<file path="src/serial_command_pkg.sv">
// constants for the serial command input port
package serial_command_pkg;
	localparam int WORD_BITS = 24;
	localparam logic [4:0] EDGE_CNT_WORD = 5'h18;
	localparam logic [4:0] EDGE_CNT_SAT = 5'h19;
	localparam logic [4:0] EDGE_CNT_RESET = 5'h00;
	localparam int ADDR_MSB = 23;
	localparam int ADDR_LSB = 16;
	localparam int DATA_MSB = 15;
	localparam int DATA_LSB = 0;
	localparam int RD_SEL_MSB = 1;
	localparam logic [7:0] ADDR_NOP = 8'h00;
	localparam logic [7:0] ADDR_OUTPUT_CODE = 8'h01;
	localparam logic [7:0] ADDR_READBACK = 8'h02;
	localparam logic [7:0] ADDR_OUTPUT_SETUP = 8'h55;
	localparam logic [7:0] ADDR_SOFT_RESET = 8'h56;
	localparam logic [1:0] RD_STATUS = 2'h0;
	localparam logic [1:0] RD_OUTPUT_CODE = 2'h1;
	localparam logic [1:0] RD_OUTPUT_SETUP = 2'h2;
	localparam logic [15:0] REG_RESET = 16'h0000;
	localparam logic [23:0] SHIFT_RESET = 24'h000000;
	localparam logic [7:0] READOUT_PAD = 8'h00;
	// link rate limit and its cost in system cycles
	localparam int SYS_CLK_HZ = 125000000;
	localparam int SCLK_MAX_HZ = 30000000;
	localparam int SCLK_MIN_PERIOD_CYC = (SYS_CLK_HZ + SCLK_MAX_HZ - 1) / SCLK_MAX_HZ;
endpackage

</file>
<file path="src/serial_command_input_port.sv">
// serial command input port: 24-bit shift, strobe capture, decode, readback
//
// Contract
// RULE1: serial clock runs at most 30 MHz; host must not exceed it.
// RULE2: 24-bit input shift register, received most significant bit first.
// RULE3: data input sampled and shifted on every serial clock rising edge.
// RULE4: bits 23..16 are address byte, bits 15..0 are data word.
// RULE5: every strobe rising edge captures the 24-bit shift register unconditionally.
// RULE6: shifting continues regardless of strobe; capture holds latest 24 bits.
// RULE7: host raises strobe only after correct bit count, or exact burst.
// RULE8: write cycle starts at first rising edge after the previous strobe.
// RULE9: host applies exactly 24 rising edges per word before the strobe.
// RULE10: strobe after fewer than 24 edges is an invalid write.
// RULE11: strobe after more than 24 edges is invalid input too.
// RULE12: address 00 no-op, 01 output code write, 55 output setup write.
// RULE13: address 02 requests readback by read address; 56 soft reset.
// RULE14: read address 00 status, 01 output code, 10 output setup.
// RULE15: after readback, next no-op word shifts selected register out.
// RULE16: serial output off by default; strobe enables after readback, next disables.
// RULE17: soft reset clears every register like power-on, output disabled; the code leaves the shift and capture registers holding the reset word.
// RULE18: unknown address byte is ignored, registers unchanged.
`timescale 1ns/1ps
`default_nettype none
module serial_command_input_port (
	// system
	input wire logic i_clk_sys,
	input wire logic i_rst_n,
	// serial link pins
	input wire logic i_sclk,
	input wire logic i_serial_in,
	input wire logic i_load_strobe,
	output logic o_serial_out,
	output logic o_serial_out_oe,
	// register contents and status
	input wire logic [15:0] i_status,
	output logic [15:0] o_output_code,
	output logic [15:0] o_output_setup,
	output logic o_word_invalid
);
	logic sclk_m_q, sclk_s_q, sclk_p_q;
	logic sdi_m_q, sdi_s_q;
	logic stb_m_q, stb_s_q, stb_p_q;
	logic [23:0] shift_q;
	logic [23:0] cap_q;
	logic [4:0] edge_cnt_q;
	logic [15:0] code_q;
	logic [15:0] setup_q;
	logic [23:0] out_sr_q;
	logic oe_q;
	logic invalid_q;

	wire sclk_rise = sclk_s_q & ~sclk_p_q;
	wire sclk_fall = ~sclk_s_q & sclk_p_q;
	wire stb_rise = stb_s_q & ~stb_p_q;
	// RULE4 field split
	wire [7:0] addr_byte = shift_q[serial_command_pkg::ADDR_MSB:serial_command_pkg::ADDR_LSB];
	wire [15:0] data_word = shift_q[serial_command_pkg::DATA_MSB:serial_command_pkg::DATA_LSB];
	wire [1:0] rd_sel = data_word[serial_command_pkg::RD_SEL_MSB:0];
	// RULE10 RULE11 exact count
	wire word_ok = edge_cnt_q == serial_command_pkg::EDGE_CNT_WORD;
	wire take = stb_rise & word_ok;
	// RULE12 address decode
	wire wr_code = take & (addr_byte == serial_command_pkg::ADDR_OUTPUT_CODE);
	wire wr_setup = take & (addr_byte == serial_command_pkg::ADDR_OUTPUT_SETUP);
	// RULE13 readback and reset codes
	wire rd_req = take & (addr_byte == serial_command_pkg::ADDR_READBACK);
	wire soft_rst = take & (addr_byte == serial_command_pkg::ADDR_SOFT_RESET);
	// RULE14 readback source select; unused code reads zero
	wire [15:0] rd_data = (rd_sel == serial_command_pkg::RD_STATUS) ? i_status :
		(rd_sel == serial_command_pkg::RD_OUTPUT_CODE) ? code_q :
		(rd_sel == serial_command_pkg::RD_OUTPUT_SETUP) ? setup_q :
		serial_command_pkg::REG_RESET;

	// RULE1 two-stage sync; 8 ns sampling resolves links up to 30 MHz
	always_ff @(posedge i_clk_sys or negedge i_rst_n)
	begin
		if (!i_rst_n)
		begin
			sclk_m_q <= 1'b0;
			sclk_s_q <= 1'b0;
			sclk_p_q <= 1'b0;
			sdi_m_q <= 1'b0;
			sdi_s_q <= 1'b0;
			stb_m_q <= 1'b0;
			stb_s_q <= 1'b0;
			stb_p_q <= 1'b0;
		end
		else
		begin
			sclk_m_q <= i_sclk;
			sclk_s_q <= sclk_m_q;
			sclk_p_q <= sclk_s_q;
			sdi_m_q <= i_serial_in;
			sdi_s_q <= sdi_m_q;
			stb_m_q <= i_load_strobe;
			stb_s_q <= stb_m_q;
			stb_p_q <= stb_s_q;
		end
	end

	// RULE2 RULE3 RULE6 shift msb first whatever the strobe does
	always_ff @(posedge i_clk_sys or negedge i_rst_n)
	begin
		if (!i_rst_n)
			shift_q <= serial_command_pkg::SHIFT_RESET;
		else if (sclk_rise)
			shift_q <= {shift_q[22:0], sdi_s_q};
	end

	// RULE8 count restarts at each strobe; an edge in the strobe cycle counts as first
	always_ff @(posedge i_clk_sys or negedge i_rst_n)
	begin
		if (!i_rst_n)
			edge_cnt_q <= serial_command_pkg::EDGE_CNT_RESET;
		else if (stb_rise)
			edge_cnt_q <= {4'h0, sclk_rise};
		else if (sclk_rise && edge_cnt_q != serial_command_pkg::EDGE_CNT_SAT)
			edge_cnt_q <= edge_cnt_q + 5'h01;
	end

	// RULE5 unconditional capture
	always_ff @(posedge i_clk_sys or negedge i_rst_n)
	begin
		if (!i_rst_n)
			cap_q <= serial_command_pkg::SHIFT_RESET;
		else if (stb_rise)
			cap_q <= shift_q;
	end

	// RULE12 RULE17 RULE18 register writes; unknown codes fall through untouched
	always_ff @(posedge i_clk_sys or negedge i_rst_n)
	begin
		if (!i_rst_n)
		begin
			code_q <= serial_command_pkg::REG_RESET;
			setup_q <= serial_command_pkg::REG_RESET;
			invalid_q <= 1'b0;
		end
		else
		begin
			invalid_q <= stb_rise & ~word_ok;
			if (soft_rst)
			begin
				code_q <= serial_command_pkg::REG_RESET;
				setup_q <= serial_command_pkg::REG_RESET;
			end
			if (wr_code)
				code_q <= data_word;
			if (wr_setup)
				setup_q <= data_word;
		end
	end

	// RULE15 RULE16 readout enable and shift on falling link edges
	always_ff @(posedge i_clk_sys or negedge i_rst_n)
	begin
		if (!i_rst_n)
		begin
			oe_q <= 1'b0;
			out_sr_q <= serial_command_pkg::SHIFT_RESET;
		end
		else if (soft_rst)
		begin
			oe_q <= 1'b0;
			out_sr_q <= serial_command_pkg::SHIFT_RESET;
		end
		else if (rd_req)
		begin
			oe_q <= 1'b1;
			out_sr_q <= {serial_command_pkg::READOUT_PAD, rd_data};
		end
		else if (stb_rise)
			oe_q <= 1'b0;
		else if (sclk_fall && oe_q)
			out_sr_q <= {out_sr_q[22:0], 1'b0};
	end

	assign o_serial_out = out_sr_q[23];
	assign o_serial_out_oe = oe_q;
	assign o_output_code = code_q;
	assign o_output_setup = setup_q;
	assign o_word_invalid = invalid_q;
endmodule
`default_nettype wire

</file>
<file path="config.mk">
export PLATFORM = sky130hd
export DESIGN_NAME = serial_command_input_port
export DESIGN_NICKNAME = d
export VERILOG_FILES = /design/src/serial_command_pkg.sv /design/src/serial_command_input_port.sv
export SDC_FILE = /design/constraint.sdc
export NUM_CORES = 1
export LEC_CHECK = 0
export ABC_AREA = 0
export BUFFER_PORTS_ARGS = -buffer_cell sky130_fd_sc_hd__buf_2
export CORE_MARGIN = 3
export CORE_UTILIZATION = 50
export CTS_CLUSTER_SIZE = 30
export DETAILED_ROUTE_END_ITERATION = 10
export GPL_ROUTABILITY_DRIVEN = 0
export PLACE_DENSITY_LB_ADDON = 0.05
export SKIP_CTS_REPAIR_TIMING = 1
export SYNTH_ARGS = -nofsm -noshare
export SYNTH_HDL_FRONTEND = slang
export SYNTH_SLANG_ARGS = --single-unit
</file>
<file path="constraint.sdc">
create_clock -name i_clk_sys -period 2.26 [get_ports i_clk_sys]
set_input_delay 0.452 -clock i_clk_sys [delete_from_list [all_inputs] [get_ports i_clk_sys]]
set_output_delay 0.452 -clock i_clk_sys [all_outputs]
set_load 0.01 [all_outputs]
</file>
==> metrics.sh <==
RUN_STATUS='complete, no violations'
GRT_ANTENNA_BEFORE_REPAIR=0
TOTAL_GRT_OVERFLOW=0
YOSYS.AREA_SHARE.SIMPLE_PCT=9.68
ACHIEVABLE-FREQUENCY_GHz=0.458
LARGEST_DELAY_CONTRIBUTOR_FAMILY_ON_THE_CRITICAL_PATH='compound AO/OA/AOI/OAI gates'
TIMING.FINAL.CRIT_PERIOD_PS=2190
ROUTE.DETAILED.VIAS_PER_INST=5.81
POSTROUTEWIRELENGTH_MICRONS=9350
LEADING_POST_SYNTHESIS_CELLS_BY_INSTANCE_COUNT='95 x sky130_fd_sc_hd__dfrtp_1, 32 x sky130_fd_sc_hd__a22o_1, 24 x sky130_fd_sc_hd__mux2_2'
IO-PIN-COUNT=56
DRV.MAX_CAP_VIOLATION_COUNT=0
FINAL_SETUP_SLACK_OF_THE_WORST_PATH_PS=74.3
CP-END-KIND='flop'
NUMBER_OF_SYNTHESIZED_FLOPS_WITH_AN_ENABLE_PIN=0
MAIN_COMBINATIONAL_CELL_FAMILY_BY_AREA_AFTER_SYNTHESIS='compound AO/OA/AOI/OAI gates'
WORSTMARGINPINSLEW_PS=792
MAX-SLEW-MARGIN-REL_PCT=47.2
R2R_CELLS=7
CLK_PIN_SLEW_WORST_PATHS_PS=90
SYNTH_FLOP_CELL='sky130_fd_sc_hd__dfrtp_1'
DIE_H_MICRONS=97.6
YS_SEQ_AREA_SHARE_PCT=56.6
SYNTH_FA_HA_AREA_SHARE_PCT=0.894
GRT_FIRST_PASS_WIRELENGTH_MICRONS=15500
SYNTH_CELLS=331
CRITICAL-PATH-MAX-STAGE-DELAY_PS=430
GROUTE.USAGE.OVERALL_PCT=20.5
TRITONCTS='yes'
DIE_W_MICRONS=97.6
GRT_START_MAX_NET_PINS=38
CTS-BUFFERS-INSERTED=9
SYNTH_ASYNC_SR_FLOP_SHARE_PCT=100
SYNTH-COMPOUND-AREA-SHARE_PCT=19.1
FINAL.HOLD.WORST_SLACK_PS=38.6
WORST_EP_REQUIRED_TIME_PS=2510
LAYOUT-AREA-OVERHEAD-VS-SYNTH_PCT=17.0
CLOCK_LATENCY_PS=360
NUM_ANTENNA_CELLS=0
CP.DEPTH=7
DRC=0
VDD_IR_DROP_MAX_V=0.000482
YS_WARN_COUNT=0
CRITPATHMAXFANOUT=16
FINAL.FILL_COUNT=668
LAYOUT-DRIVE-GT1-SHARE_PCT=34.1
MUX_SHARE_OF_POST_SYNTHESIS_CELL_AREA_PCT=10.3
CRITPATHKIND='reg -> reg'
HPWL_MICRONS=6350
VIAS=2910
AVGROUTEDWIREPERCELL_MICRONS=18.7
FINAL.PERIOD_UTILIZATION_PCT=96.7
POWER.DENSITY_CELL_AREA_nW_PER_UM2=763
CRITICAL_PATH.SLOWEST_CELL='sky130_fd_sc_hd__dfrtp_1'
SYNTH_AREA_SQ_UM=4200
CP.ARRIVAL_PS=2430
FIRSTDRTPASSITERS=4
CRIT_PATH_CELL_TRACE='inv_1, ha_1, nand4b_4, or3_4, a2111o_1, buf_4, a22o_1'
SYNTH.AREA.TOP_CELLS='sky130_fd_sc_hd__dfrtp_1 57%, sky130_fd_sc_hd__a22o_1 6.7%, sky130_fd_sc_hd__mux2_2 6.4%, sky130_fd_sc_hd__mux2i_1 3.8%, sky130_fd_sc_hd__a2bb2oi_2 3.2%'
CORE_AREA_SQ_UM=7930
INITIALDRTVIOLATIONCOUNT=133
DP_WORST_SETUP_SLACK_PS=68.7
CLOCK-ROOT-BUFFER='sky130_fd_sc_hd__clkbuf_8'
DIE-AREA_SQ_UM=9530
SYNTH_LARGEST_TYPE_AREA_FRACTION_PCT=56.6
WORST_SETUP_PATH_START_KIND='flop'
POST_SYNTHESIS_SHARE_OF_CELL_AREA_SPENT_ON_XOR_AND_XNOR_GATES_PCT=0.626
HTREEDEPTH=3
REGISTER_AREA_SQ_UM=2380
ROWS=32
SYN_AVG_CELL_AREA_SQ_UM=12.7
CLOCK_SINKS=95
SYNTH_TOP_AREA_CELL='sky130_fd_sc_hd__dfrtp_1'
CLOCK_TREE.BUFFER_DEPTH=2
REPORT.FINAL.SETUP_VIOL=0
ANT_NETS=0
FINISH.NET_COUNT=418
LEAKAGE_nW=2.40
SYNTH_MOST_COMMON_CELL='sky130_fd_sc_hd__dfrtp_1'
MULTIINPUTGATEAREA_SQ_UM=1710
FIRST_GLOBAL_VIAS=2988
FIN_TNS_SETUP_PS=0
WORST_CLOCK_SKEW_PS=10.5
BUFFER_PORTS.INSERTED=55
SYNTHDISTINCTLIBCELLS=40
MAPPEDNETLISTNETS=355
INITIAL_CORE_UTILIZATION_PCT=53.0
FINALHOLDVIOLCOUNT=0
HOLD_PATH_CLASS='in -> async'
SLEW_VIOL_FINAL=0
SYNTH.FF_LATCH_COUNT=95
CP_NUM_BUF_INV=2
==> flip-flops by register name, summed over array words and instances (netlist names), 5 cells and up <==
signal	cells
out_sr_q	24
edge_cnt_q	5
o_output_code	16
shift_q	24
o_output_setup	16
==> per-stage QoR <==
step                instances  instance area (sq um)  utilization [%]  total power, mW
floorplan                 331                   4200                -             2.26
global placement          483                   4660             58.7             2.43
detailed placement        483                   4660             58.7             2.44
CTS                       499                   4900             61.8             3.77
global route              501                   4910             62.0             3.91
finish                    501                   4910             62.0             3.75
==> cell families after synthesis <==
family | after synthesis
muxes | 40
xor gates and xnor gates | 3
AOI/OAI and AO/OA | 93
buffers and inverters | 27
and+or+nand+nor | 70
adders and majority gates | 3
DFF | 95
==> worst register-to-register path: cells and delay by family, from the launching register on <==
family                   cells  cell delay (ps)
flip-flops                   1              430
AO/OA/AOI/OAI                2              650
buffers and inverters        2              290
adder cells (fa/ha/maj)      1              190
AND/OR/NAND/NOR              2              520
==> power by group <==
part / total (mW) / internal (mW) / switching [mW]
Combinational: 0.434 / 0.208 / 0.226
Clock: 1.33 / 0.736 / 0.595
Sequential: 1.98 / 1.84 / 0.142
Total: 3.75 / 2.78 / 0.963
==> final timing paths <==
path                                     endpoint          start  slack, ps
worst min register to register            sdi_s_q        sdi_m_q        360
worst min-delay path                 out_sr_q[12]        i_rst_n         40
min in group i_clk_sys                   sclk_m_q         i_sclk        190
max in group asynchronous             out_sr_q[4]        i_rst_n       1500
worst max register to register  o_output_setup[7]  edge_cnt_q[0]         70
worst max-delay path            o_output_setup[7]  edge_cnt_q[0]         70
==> cell usage in the layout, fill, tap and decap left out, drive strengths merged, types with 2 or more instances in the layout <==
cell type,n
nor4,3
clkinvlp,2
clkbuf,9
ha,3
nand2b,3
nand4b,2
o2bb2ai,15
nand4,2
mux2i,16
nor3,2
or3,2
a22o,32
nor2b,4
xor2,3
dfrtp,95
mux2,24
a2bb2oi,15
bufinv,3
inv,4
a21oi,10
nand2,22
nand3,20
o22ai,16
buf,76
nor2,6
==> layer usage <==
metal / vias to the layer above / track usage, % / wire [microns]
met1: 1449 / 29.4 / 4330
met4: 0 / 7.99 / 159
li1: 1374 / - / -
met2: 75 / 31.0 / 4360
met3: 12 / 3.66 / 495
met5: - / 0 / 0
==> final cells by class <==
class	count	share of cell area, %
sequential	95	48.4
multi-input combinational	209	34.7
timing repair buffer	76	9.12
tap	102	2.60
clock buffer	9	2.52
clock inverter	7	2.42
inverter	3	0.229
No activity file was read; power rests on OpenSTA's default activity.
